### src/pkg/vst_pkg.sv
// shared constants for the vram split transfer and nibble control block
package vst_pkg;

   ////////////////////////////////////////////////////////////////////////////
   // register byte offsets on the apb bus
   localparam logic [7:0] GCR_OFF  = 8'h00;
   localparam logic [7:0] MUX_OFF  = 8'h04;
   localparam logic [7:0] STAT_OFF = 8'h08;
   localparam logic [7:0] CNT_OFF  = 8'h0c;

   ////////////////////////////////////////////////////////////////////////////
   // reset values and the pass-through code of the mux control field
   localparam logic [7:0] GCR_RST   = 8'h03;
   localparam logic [5:0] MUX_RST   = 6'h2d;
   localparam logic [5:0] PASS_CODE = 6'h2d;

   ////////////////////////////////////////////////////////////////////////////
   // general control field positions
   localparam int GCR_HPOL  = 0;
   localparam int GCR_VPOL  = 1;
   localparam int GCR_SPLIT = 2;
   localparam int GCR_NIB   = 3;
   localparam int GCR_PED   = 4;
   localparam int GCR_GSYNC = 5;
   localparam int GCR_BIGE  = 6;
   localparam int GCR_SEL   = 7;

   ////////////////////////////////////////////////////////////////////////////
   // status field positions
   localparam int ST_PASS   = 0;
   localparam int ST_SPLIT  = 1;
   localparam int ST_NIB    = 2;
   localparam int ST_FLAG   = 3;
   localparam int ST_BUSY   = 4;
   localparam int ST_CONFL  = 5;

   ////////////////////////////////////////////////////////////////////////////
   // inserted shift clock pulse timing
   localparam int CLK_PERIOD_PS     = 8000;
   localparam int PULSE_DLY_MAX_NS  = 20;
   localparam int PULSE_HIGH_MIN_NS = 15;
   localparam int PULSE_DLY_CYC  = (PULSE_DLY_MAX_NS * 1000) / CLK_PERIOD_PS;
   localparam int PULSE_HIGH_CYC =
      (PULSE_HIGH_MIN_NS * 1000 + CLK_PERIOD_PS - 1) / CLK_PERIOD_PS;
   localparam logic [2:0] PULSE_HIGH_CNT = 3'(PULSE_HIGH_CYC);

   typedef enum logic [1:0] {
      VST_IDLE = 2'b00,
      VST_HIGH = 2'b01,
      VST_HOLD = 2'b11
   } vst_pulse_e;

endpackage

### src/hdl/vst_pulse_gen.sv
// extra shift clock pulse generator driven by the transfer flag edge
`timescale 1ns/1ps
module vst_pulse_gen (
   input  wire logic pclk,
   input  wire logic presetn,
   input  wire logic clear,
   input  wire logic enable,
   input  wire logic flag,
   output logic      pulse,
   output logic      start,
   output logic      busy
);

   vst_pkg::vst_pulse_e state_ff;
   vst_pkg::vst_pulse_e nxt_state;
   logic [2:0]          cnt_ff;
   logic                flag_prev_ff;

   ////////////////////////////////////////////////////////////////////////////
   // edge detect: a level held high never fires twice
   assign start = enable & flag & ~flag_prev_ff & (state_ff == vst_pkg::VST_IDLE);

   always_ff @(posedge pclk or negedge presetn) begin
      if (!presetn) begin
         flag_prev_ff <= 1'b0;
      end else begin
         flag_prev_ff <= flag;
      end
   end

   // state walk: idle, high for the minimum width, then hold until flag drops
   always_comb begin
      nxt_state = state_ff;
      case (state_ff)
         vst_pkg::VST_IDLE: begin
            if (start) begin
               nxt_state = vst_pkg::VST_HIGH;
            end
         end
         vst_pkg::VST_HIGH: begin
            if (cnt_ff == 3'h1) begin
               nxt_state = flag ? vst_pkg::VST_HOLD : vst_pkg::VST_IDLE;
            end
         end
         vst_pkg::VST_HOLD: begin
            if (!flag) begin
               nxt_state = vst_pkg::VST_IDLE;
            end
         end
         default: nxt_state = vst_pkg::VST_IDLE;
      endcase
   end

   // soft reset also restarts the shift clock logic
   always_ff @(posedge pclk or negedge presetn) begin
      if (!presetn) begin
         state_ff <= vst_pkg::VST_IDLE;
      end else if (clear) begin
         state_ff <= vst_pkg::VST_IDLE;
      end else begin
         state_ff <= nxt_state;
      end
   end

   // width counter loaded on the edge
   always_ff @(posedge pclk or negedge presetn) begin
      if (!presetn) begin
         cnt_ff <= 3'h0;
      end else if (clear) begin
         cnt_ff <= 3'h0;
      end else if (start) begin
         cnt_ff <= vst_pkg::PULSE_HIGH_CNT;
      end else if (cnt_ff != 3'h0) begin
         cnt_ff <= cnt_ff - 3'h1;
      end
   end

   assign pulse = (state_ff == vst_pkg::VST_HIGH);
   assign busy  = (state_ff != vst_pkg::VST_IDLE);

endmodule

### src/hdl/vst_nibble_sel.sv
// pixel input latch and nibble selecting pipeline stage
`timescale 1ns/1ps
module vst_nibble_sel (
   input  wire logic        pclk,
   input  wire logic        presetn,
   input  wire logic        load,
   input  wire logic        nibble_en,
   input  wire logic        upper_sel,
   input  wire logic        big_endian,
   input  wire logic [31:0] pixel_in,
   output logic      [31:0] pixel_out,
   output logic             pixel_valid
);

   logic [31:0] latch_ff;
   logic        latch_vld_ff;
   logic [31:0] nxt_pipe;
   logic [31:0] pipe_ff;
   logic        pipe_vld_ff;

   ////////////////////////////////////////////////////////////////////////////
   // full bytes are always latched, even in nibble mode
   always_ff @(posedge pclk or negedge presetn) begin
      if (!presetn) begin
         latch_ff     <= 32'h0000_0000;
         latch_vld_ff <= 1'b0;
      end else begin
         latch_vld_ff <= load;
         if (load) begin
            latch_ff <= pixel_in;
         end
      end
   end

   // per byte: order swap, then nibble pick into the low four bits
   genvar b;
   generate
      for (b = 0; b < 4; b++) begin : g_byte
         logic [7:0] src;
         assign src = big_endian ? latch_ff[8*(3-b) +: 8] : latch_ff[8*b +: 8];
         // flag is used live, not latched, so it must only move in blanking
         assign nxt_pipe[8*b +: 8] = !nibble_en ? src :
                                     upper_sel  ? {4'h0, src[7:4]} :
                                                  {4'h0, src[3:0]};
      end
   endgenerate

   // next pipeline register after the latch
   always_ff @(posedge pclk or negedge presetn) begin
      if (!presetn) begin
         pipe_ff     <= 32'h0000_0000;
         pipe_vld_ff <= 1'b0;
      end else begin
         pipe_vld_ff <= latch_vld_ff;
         if (latch_vld_ff) begin
            pipe_ff <= nxt_pipe;
         end
      end
   end

   assign pixel_out   = pipe_ff;
   assign pixel_valid = pipe_vld_ff;

endmodule

### src/hdl/vst_ctrl.sv
// frame buffer control: shift clock insertion, nibble mode, syncs, registers
//
// Functional notes
// - split enable set, nibble clear: each flag rise adds one shift clock pulse.
// - inserted pulse starts within 20 ns of the flag rising edge.
// - inserted pulse stays high at least 15 ns.
// - split enabled with flag low leaves the shift clock untouched.
// - nibble mode builds a 16-bit bus from one nibble of each byte.
// - flag high picks upper nibbles, flag low picks lower nibbles.
// - nibble selection works in any mux mode, shift clock ratio unchanged.
// - full bytes latched, chosen nibble in low four bits, high bits zero.
// - both enables clear: flag input only shows in status bit 3.
// - select output low at reset and in pass-through, else control bit 7.
// - control bit 0 sets horizontal sync polarity, high by default.
// - control bit 1 sets vertical sync polarity, high by default.
// - polarity applies in normal modes; pass-through syncs pass unchanged.
// - control bit 4 picks the blanking pedestal, 0 IRE by default.
// - control bit 5 enables sync on the green output.
// - control bit 6 picks pixel byte order, little-endian by default.
// - control bit 7 only drives the select output level.
// - writing the pass-through code to mux control is a soft reset.
`timescale 1ns/1ps
module vst_ctrl (
   input  wire logic        pclk,
   input  wire logic        presetn,
   input  wire logic        psel,
   input  wire logic        penable,
   input  wire logic        pwrite,
   input  wire logic [7:0]  paddr,
   input  wire logic [31:0] pwdata,
   input  wire logic [3:0]  pstrb,
   output logic      [31:0] prdata,
   output logic             pready,
   output logic             pslverr,
   input  wire logic        transfer_nibble_flag,
   input  wire logic        shift_clock_base,
   input  wire logic        pixel_load,
   input  wire logic [31:0] pixel_in,
   input  wire logic        hsync_n_in,
   input  wire logic        vsync_n_in,
   output logic             shift_clock_out,
   output logic      [31:0] pixel_out,
   output logic             pixel_out_valid,
   output logic             horizontal_sync_out,
   output logic             vertical_sync_out,
   output logic             sync_source_select_out,
   output logic             pedestal_enable,
   output logic             green_sync_enable,
   output logic             big_endian_mode,
   output logic             pass_through_mode
);

   logic [7:0]  gcr_ff;
   logic [5:0]  mux_ff;
   logic [31:0] prdata_ff;
   logic [15:0] pulse_cnt_ff;
   logic        sclk_out_ff;
   logic        hsync_ff;
   logic        vsync_ff;
   logic        sel_out_ff;
   logic        setup_ph;
   logic        access_ph;
   logic        wr_en;
   logic        addr_hit;
   logic        soft_reset;
   logic        pass_mode;
   logic        split_act;
   logic        nibble_act;
   logic        conflict;
   logic        ins_pulse;
   logic        ins_start;
   logic        ins_busy;
   logic [7:0]  status;

   ////////////////////////////////////////////////////////////////////////////
   // decode helpers

   // true for the byte offsets that hold a register
   function automatic logic reg_hit(input logic [7:0] a);
      reg_hit = (a == vst_pkg::GCR_OFF) || (a == vst_pkg::MUX_OFF) ||
                (a == vst_pkg::STAT_OFF) || (a == vst_pkg::CNT_OFF);
   endfunction

   // pass-through is the one mux field code that also means reset state
   function automatic logic is_pass(input logic [5:0] m);
      is_pass = (m == vst_pkg::PASS_CODE);
   endfunction

   ////////////////////////////////////////////////////////////////////////////
   // apb phases; the slave never inserts wait states

   assign setup_ph  = psel & ~penable;
   assign access_ph = psel & penable;
   assign wr_en     = access_ph & pwrite;
   assign addr_hit  = reg_hit(paddr);
   assign pready    = 1'b1;
   assign pslverr   = access_ph & ~addr_hit; // unmapped or unaligned address

   // a write of the pass-through code restores every default
   assign soft_reset = wr_en & pstrb[0] & (paddr == vst_pkg::MUX_OFF) &
                       is_pass(pwdata[5:0]);

   ////////////////////////////////////////////////////////////////////////////
   // mode decode from the mux field and the two enables

   assign pass_mode = is_pass(mux_ff);
   // both enables set is illegal; we park both features rather than guess
   assign conflict   = gcr_ff[vst_pkg::GCR_SPLIT] & gcr_ff[vst_pkg::GCR_NIB];
   assign split_act  = gcr_ff[vst_pkg::GCR_SPLIT] & ~gcr_ff[vst_pkg::GCR_NIB];
   // no mux field term here: nibble pick ignores the mux setting
   assign nibble_act = gcr_ff[vst_pkg::GCR_NIB] & ~gcr_ff[vst_pkg::GCR_SPLIT];
   // with both clear, neither consumer of the flag is enabled

   ////////////////////////////////////////////////////////////////////////////
   // general control register

   always_ff @(posedge pclk or negedge presetn) begin
      if (!presetn) begin
         gcr_ff <= vst_pkg::GCR_RST;
      end else if (soft_reset) begin
         gcr_ff <= vst_pkg::GCR_RST;
      end else if (wr_en && pstrb[0] && paddr == vst_pkg::GCR_OFF) begin
         gcr_ff <= pwdata[7:0];
      end
   end

   // mux control field; only the low six bits are kept
   always_ff @(posedge pclk or negedge presetn) begin
      if (!presetn) begin
         mux_ff <= vst_pkg::MUX_RST;
      end else if (wr_en && pstrb[0] && paddr == vst_pkg::MUX_OFF) begin
         mux_ff <= pwdata[5:0];
      end
   end

   ////////////////////////////////////////////////////////////////////////////
   // inserted pulse counter; a pulse in the clearing cycle still counts

   always_ff @(posedge pclk or negedge presetn) begin
      if (!presetn) begin
         pulse_cnt_ff <= 16'h0000;
      end else if (soft_reset) begin
         pulse_cnt_ff <= 16'h0000;
      end else if (ins_start) begin
         if (wr_en && paddr == vst_pkg::CNT_OFF) begin
            pulse_cnt_ff <= 16'h0001;
         end else begin
            pulse_cnt_ff <= pulse_cnt_ff + 16'h0001;
         end
      end else if (wr_en && paddr == vst_pkg::CNT_OFF) begin
         pulse_cnt_ff <= 16'h0000;
      end
   end

   ////////////////////////////////////////////////////////////////////////////
   // status and read data, captured in the setup cycle

   always_comb begin
      status                  = 8'h00;
      status[vst_pkg::ST_PASS]  = pass_mode;
      status[vst_pkg::ST_SPLIT] = split_act;
      status[vst_pkg::ST_NIB]   = nibble_act;
      status[vst_pkg::ST_FLAG]  = transfer_nibble_flag;
      status[vst_pkg::ST_BUSY]  = ins_busy;
      status[vst_pkg::ST_CONFL] = conflict;
   end

   always_ff @(posedge pclk or negedge presetn) begin
      if (!presetn) begin
         prdata_ff <= 32'h0000_0000;
      end else if (setup_ph && !pwrite) begin
         case (paddr)
            vst_pkg::GCR_OFF:  prdata_ff <= {24'h00_0000, gcr_ff};
            vst_pkg::MUX_OFF:  prdata_ff <= {26'h000_0000, mux_ff};
            vst_pkg::STAT_OFF: prdata_ff <= {24'h00_0000, status};
            vst_pkg::CNT_OFF:  prdata_ff <= {16'h0000, pulse_cnt_ff};
            default:           prdata_ff <= 32'h0000_0000;
         endcase
      end
   end

   assign prdata = prdata_ff;

   ////////////////////////////////////////////////////////////////////////////
   // extra shift clock pulse for split transfers

   vst_pulse_gen u_pulse (
      .pclk    (pclk),
      .presetn (presetn),
      .clear   (soft_reset),
      .enable  (split_act),
      .flag    (transfer_nibble_flag),
      .pulse   (ins_pulse),
      .start   (ins_start),
      .busy    (ins_busy)
   );

   // the pulse is ored into the divided shift clock, whose ratio stays as set
   // outside; with flag low the output is the base clock one stage later
   always_ff @(posedge pclk or negedge presetn) begin
      if (!presetn) begin
         sclk_out_ff <= 1'b0;
      end else begin
         sclk_out_ff <= shift_clock_base | ins_pulse;
      end
   end

   assign shift_clock_out = sclk_out_ff;

   ////////////////////////////////////////////////////////////////////////////
   // pixel latch and nibble selection

   vst_nibble_sel u_nibble (
      .pclk        (pclk),
      .presetn     (presetn),
      .load        (pixel_load),
      .nibble_en   (nibble_act),
      .upper_sel   (transfer_nibble_flag),
      .big_endian  (gcr_ff[vst_pkg::GCR_BIGE]),
      .pixel_in    (pixel_in),
      .pixel_out   (pixel_out),
      .pixel_valid (pixel_out_valid)
   );

   ////////////////////////////////////////////////////////////////////////////
   // sync outputs: incoming syncs are active low in normal modes

   always_ff @(posedge pclk or negedge presetn) begin
      if (!presetn) begin
         hsync_ff <= 1'b0;
         vsync_ff <= 1'b0;
      end else if (pass_mode) begin
         hsync_ff <= hsync_n_in;
         vsync_ff <= vsync_n_in;
      end else begin
         hsync_ff <= gcr_ff[vst_pkg::GCR_HPOL] ? ~hsync_n_in : hsync_n_in;
         vsync_ff <= gcr_ff[vst_pkg::GCR_VPOL] ? ~vsync_n_in : vsync_n_in;
      end
   end

   assign horizontal_sync_out = hsync_ff;
   assign vertical_sync_out   = vsync_ff;

   ////////////////////////////////////////////////////////////////////////////
   // select output; bit 7 feeds nothing else inside the block

   always_ff @(posedge pclk or negedge presetn) begin
      if (!presetn) begin
         sel_out_ff <= 1'b0;
      end else begin
         sel_out_ff <= ~pass_mode & gcr_ff[vst_pkg::GCR_SEL];
      end
   end

   assign sync_source_select_out = sel_out_ff;

   ////////////////////////////////////////////////////////////////////////////
   // analog side controls, straight from the register

   assign pedestal_enable   = gcr_ff[vst_pkg::GCR_PED];
   assign green_sync_enable = gcr_ff[vst_pkg::GCR_GSYNC];
   assign big_endian_mode   = gcr_ff[vst_pkg::GCR_BIGE];
   assign pass_through_mode = pass_mode;

endmodule

### config.mk
export PLATFORM = sky130hd
export DESIGN_NAME = vst_ctrl
export DESIGN_NICKNAME = d
export VERILOG_FILES = /design/src/pkg/vst_pkg.sv /design/src/hdl/vst_pulse_gen.sv /design/src/hdl/vst_nibble_sel.sv /design/src/hdl/vst_ctrl.sv
export SDC_FILE = /design/constraint.sdc
export NUM_CORES = 1
export LEC_CHECK = 0
export ABC_AREA = 1
export ABC_CLOCK_PERIOD_IN_PS = 2300
export BUFFER_PORTS_ARGS = -buffer_cell sky130_fd_sc_hd__buf_2
export CAP_MARGIN = 15
export CORE_MARGIN = 5
export CORE_UTILIZATION = 50
export DETAILED_ROUTE_END_ITERATION = 12
export GPL_TIMING_DRIVEN = 0
export PLACE_DENSITY = 0.75
export SYNTH_ARGS = -nofsm -noshare
export SYNTH_HDL_FRONTEND = slang
export SYNTH_SLANG_ARGS = --single-unit
### constraint.sdc
create_clock -name pclk -period 2.3 [get_ports pclk]
set_input_delay 0.46 -clock pclk [delete_from_list [all_inputs] [get_ports pclk]]
set_output_delay 0.46 -clock pclk [all_outputs]
set_load 0.005 [all_outputs]
# [Yosys cells after proc, flatten, opt, wreduce, memory -nomap -nowiden]
# Cells that the tools add are included.
[word_totals] latch_bits=0 mem_bits_ro=0 word_cells=100 inputBits=86 memories=0 ramBits=0 ff_bits=138 output_inout_bits=75
[classes] muxes=32 order_cmp=0 shifts=0 div_mod_pow=0 bitwise_logic=23 n_eq_ne=11 multipliers=0 add_sub_neg=2 reduce_logical=17
[ops] cell="$mux 8" n=10
[ops] cell="$mux 16" n=4
[ops] cell="$pmux 16 s4" n=1
[ops] cell="$add 16x1->16 const B" n=1
[ops] cell="$eq 8x4->1 const B" n=2
[ops] cell="$mux 4" n=4
[ops] cell="$and 1x1->1" n=14
[ops] cell="$eq 6x6->1 const B" n=2
[ops] cell="$mux 2" n=5
[ops] cell="$mux 3" n=3
[ops] cell="$reduce_bool 3->1" n=3
[ops] cell="$eq 8x3->1 const B" n=1
[ops] cell="$logic_not 8->1" n=1
[ops] cell="$not 1->1" n=8
[ops] cell="$ne 3x3->1 const B" n=2
[ops] cell="$pmux 2 s3" n=1
[ops] cell="$logic_and 1x1->1" n=5
[ops] cell="$mux 1" n=4
[ops] cell="$reduce_bool 2->1" n=2
[ops] cell="$eq 3x1->1 const B" n=1
[ops] cell="$logic_or 1x1->1" n=3
[ops] cell="$ne 3x2->1 const B" n=1
[ops] cell="$reduce_and 3->1" n=1
[ops] cell="$sub 3x1->3 const B" n=1
[ops] cell="other kinds (5)" n=5

# [Longest topological paths before layout]
[depth] ltp_word=8 mapped_depth=9 ltp_nobuf=8

# [Modules after synthesis]
# From an unflattened synthesis, not the netlist that was laid out.
[unflattened] cells_unflattened=759 area_unflattened_um2=6363.6
[by_module_without_submodules] mod="vst_nibble_sel" instances=1 cells_each=330 area_per_inst_um2=3111.7 seq_area_each_um2=1651.6
[by_module_without_submodules] mod="vst_ctrl" instances=1 cells_each=383 area_per_inst_um2=2899.0 seq_area_each_um2=1258.7
[by_module_without_submodules] mod="vst_pulse_gen" instances=1 cells_each=46 area_per_inst_um2=352.8 seq_area_each_um2=150.1

# [Worst setup path after synthesis]
# OpenSTA, ideal clock, no wires.
[synth_timing] kind="input port to output port" start="input paddr[7]" end="output pslverr" t_required_ns=1.840 n_path_buf=1 t_arrival_ns=1.178 stages=5 path_slack_ns=0.662 path_cell_list="nor2_1 nand2_2 nor2_2 buf_2 nor4_1"
[synth_via] elab_chain_len=6 word_cells_on_any_way=9 cone_classes="3 x eq/ne; 2 x bitwise; 4 x reduce/logical"
[synth_rtl] item="from (decl)" line="vst_ctrl.sv:29" source="input wire logic [7:0] paddr,"
[synth_rtl] item="$eq 8x3->1 or $logic_not 8->1 (tied branches)" line="vst_ctrl.sv:80" source="reg_hit = (a == vst_pkg::GCR_OFF) || (a == vst_pkg::MUX_OFF) ||"
[synth_rtl] item="$logic_or 1x1->1 (2 in series)" line="vst_ctrl.sv:80"
[synth_rtl] item="$logic_or 1x1->1 *" line="vst_ctrl.sv:81" source="(a == vst_pkg::STAT_OFF) || (a == vst_pkg::CNT_OFF);"
[synth_rtl] item="$not 1->1 *" line="vst_ctrl.sv:97" source="assign pslverr = access_ph & ~addr_hit;"
[synth_rtl] item="$and 1x1->1 *" line="vst_ctrl.sv:97"
[synth_rtl] item="to (decl)" line="vst_ctrl.sv:34" source="output logic pslverr,"
# Every way passes the cells marked *; elsewhere a longest branch is shown, timed or not.

# [Worst setup path after layout]
[layout_timing] start="register mux_ff[1]" end="output pass_through_mode"
[layout_via] elab_chain_len=1
[layout_rtl] item="from (decl)" line="vst_ctrl.sv:54" source="logic [5:0] mux_ff;"
[layout_rtl] item="from (signal assigned)" line="vst_ctrl.sv:130" source="mux_ff <= vst_pkg::MUX_RST;"
[layout_rtl] item="from (signal assigned)" line="vst_ctrl.sv:132" source="mux_ff <= pwdata[5:0];"
[layout_rtl] item="$eq 6x6->1" line="vst_ctrl.sv:86" source="is_pass = (m == vst_pkg::PASS_CODE);"
[layout_rtl] item="to (decl)" line="vst_ctrl.sv:50" source="output logic pass_through_mode"
# Every way passes these cells.

==> impl_metrics.py <==
metrics = {
    "synthesis": {
        "synth_common_cells": "nand2_1, dfrtp_1, inv_1",
        "yosys-top-cells-area": "dfrtp_1, nand2_1, inv_1",
        "synth.most_common_cell": "nand2_1",
        "netlist_instances": 758,
        "synth-edff-count": 0,
        "ys_types": 35,
        "synth_warnings": 0,
        "syn-cell-area_um2": 6240,
        "seq_area_frac_synth": 0.491,
        "synth_flop_cell": "dfrtp_1",
        "async_flop_share": 1.00,
        "yosysTopAreaCell": "dfrtp_1",
        "ys_ff_latch": 122,
        "synth.top_cell.area_share": 0.465,
        "avgSynthCellArea_um2": 8.23,
    },
    "critical_path": {
        "max_stage_delay_ns": 0.41,
        "end_kind": "primary output",
        "cp_top_family": "simple AND/OR/NAND/NOR gates",
        "worst_r2r_startpoint": "gcr_ff[2]",
        "crit_type": "flop to primary output",
        "slowest_stage": "nor2_1",
        "arrival_ns": 1.72,
        "crit_chain": "or2_2 -> nor2_1 -> buf_2",
        "crit_buf_inv": 1,
        "critPathMaxFanout": 4,
        "start_kind": "flop",
        "r2r_cells": 5,
        "rrSetupSlack_ns": 0.67,
        "crit_required_ns": 1.84,
        "r2r_end": "u_nibble.pixel_out[27]",
    },
    "layout": {
        "drive_gt1_frac": 0.235,
        "nets": 1000,
        "multi_input_area_um2": 2580,
        "diodes": 0,
        "seq_area_um2": 3060,
        "final_cells": 1090,
        "fill_cells": 1062,
        "layout-area-overhead-vs-synth_pct": 24.9,
    },
    "sta": {
        "tightest_slew_ns": 0.614,
        "fin_crit_ns": 2.18,
        "finalHoldViolCount": 0,
        "rsz0062_at_grt": "no",
        "max_freq_mhz": 458,
        "setup_viol": 0,
        "max_slew_margin": 0.588,
        "slew_viol_final": 0,
        "finClkSkew_ns": 0.00609,
        "period_share": 0.950,
    },
    "power": {
        "power_mw": 6.06,
        "p_leak_nw": 3.86,
        "powerDensity_nw_per_um2": 778,
        "vdd_drop_max_v": 0.000474,
    },
    "global_routing": {
        "overflow": 0,
        "grt_pass1_vias": 5463,
        "grt_pass1_wl_um": 26600,
        "grt_max_degree": 79,
        "antenna_found_initial": 0,
        "track_usage": 0.232,
    },
    "die": {
        "fp-row-count": 40,
        "die_h_um": 122,
        "die_w_um": 122,
        "initial_utilization": 0.515,
        "die-area_um2": 14800,
        "coreArea_um2": 12100,
        "pin_count": 161,
    },
    "flow_run": {
        "drv_cap": 0,
    },
    "placed_design": {
        "gp_congestion": 0.911,
        "placement.io_buffers": 116,
        "placed_cells": 1058,
        "place_hpwl_um": 12300,
    },
    "route": {
        "wirelength_um": 16500,
        "viasPerCell": 5.10,
        "ant_nets": 0,
        "drc": 0,
        "post_drt_wl_per_cell_um": 15.1,
        "drt_iter0_markers": 423,
        "num_vias": 5557,
        "drt_pass1_iterations": 5,
    },
    "clock_tree": {
        "numCtsBuffers": 17,
        "cts_setup_buffers": 0,
        "max-clock-path-buffers": 2,
        "htreeDepth": 4,
        "cts_tree": "done",
        "root_buffer": "clkbuf_16",
        "insertion_delay_ns": 0.42,
        "cts_sinks": 122,
        "ctsResizeCount": 0,
        "clkTransAtPathRegs_ns": 0.05,
    },
    "hold_path": {
        "worst_hold_path.endpoint": "u_nibble.latch_vld_ff",
        "min_delay_path_depth": 1,
        "hp-class": "input pin to flop",
        "min_from": "pixel_load",
    },
    "status": {
        "status": "finished, final reports clean",
    },
}
-- final cells by class --
cell class	instances	area share
inverters	96	0.0469
repair buffers	118	0.0801
flip-flops and latches	122	0.393
multi-input cells	503	0.331
well taps	168	0.0270
plain buffers	52	0.0373
clock buffers	24	0.0644
clock inverters	7	0.0206
-- state kept, by name, summed over array words and instances (netlist names) --
name and count:
u_nibble.pixel_valid 1, vertical_sync_out 1, shift_clock_out 1, u_pulse.cnt_ff 3, u_nibble.latch_vld_ff 1, pulse_cnt_ff 16
prdata 16, u_nibble.latch_ff 32, mux_ff 6, sync_source_select_out 1, u_nibble.pixel_out 32, gcr_ff 8
u_pulse.state_ff 2, u_pulse.flag_prev_ff 1, horizontal_sync_out 1
-- power breakdown --
group	switching [mW]	internal [mW]	total, mW
sequential	0.0874	2.30	2.38
clock	0.918	2.06	2.97
combinational	0.424	0.280	0.705
total	1.43	4.63	6.06
-- layer usage --
layer | global-route usage | up-vias | routed length [um]
met3 | 0.0650 | 32 | 1040
met4 | 0.0945 | 0 | 348
li1 | - | 2755 | -
met2 | 0.387 | 185 | 8090
met5 | 0 | - | 0
met1 | 0.283 | 2585 | 7020
-- metrics by stage --
| stage | worst slack [ns] | hold slack [ns] | utilization | setup TNS, ns | cell area [um^2] |
|---|---|---|---|---|---|
| 6_report | 0.116 | 0.162 | 0.643 | 0 | 7790 |
| 5_1_grt | 0.0307 | 0.142 | 0.643 | 0 | 7790 |
| 4_1_cts | 0.0950 | 0.144 | 0.643 | 0 | 7790 |
| 3_5_place_dp | 0.292 | 0.406 | 0.588 | 0 | 7120 |
| 3_3_place_gp | -0.780 | 0.461 | 0.585 | -90.19 | 7090 |
| 2_1_floorplan | 0.662 | 0.164 | - | 0 | 6290 |
-- how the worst max path moves through the flow --
| stage | from | to | cells after the start |
|---|---|---|---|
| after global routing | mux_ff[1] | pass_through_mode | 3 |
| after floorplan | paddr[7] | pslverr | 5 |
| after detailed placement | paddr[7] | pslverr | 7 |
| final | mux_ff[1] | pass_through_mode | 3 |
| after CTS | mux_ff[1] | pass_through_mode | 3 |
| after global placement | presetn | pulse_cnt_ff[13] | 1 |
-- cells by family after synthesis --
group	after synthesis	synth area share
other	2	0.00120
buffers and inverters	148	0.105
and+or+nand+nor	323	0.232
xor gates and xnor gates	11	0.0154
AOI/OAI and AO/OA	148	0.147
DFF	122	0.491
adders and majority gates	4	0.00802
-- cell usage in the layout (no fill, tap or decap), types with 6 or more instances in the layout --
master / Yosys / final
nand2_1: 190 / 190
buf_2: 13 / 128
dfrtp_1: 116 / 116
inv_1: 91 / 91
o21ai_0: 51 / 51
nor2_1: 47 / 47
nand3_1: 45 / 45
nand4_1: 21 / 21
clkbuf_1: 17 / 19
o211ai_1: 18 / 18
a31oi_1: 17 / 17
buf_4: 17 / 17
conb_1: 2 / 17
clkbuf_16: 0 / 17
o21a_1: 16 / 16
o22ai_1: 16 / 16
o21ai_2: 10 / 10
a21oi_1: 8 / 8
xor2_1: 8 / 8
nor2_4: 6 / 6
o21ai_1: 6 / 6
o31ai_1: 6 / 6
dfstp_2: 6 / 6
-- repair_timing --
action / 4_1_cts / 5_1_grt
hold endpoints to repair: 44 / 0
setup endpoints to repair: 0 / 0
hold buffers: 1 / 0
Note: power is estimated with default switching activity, not from simulation.
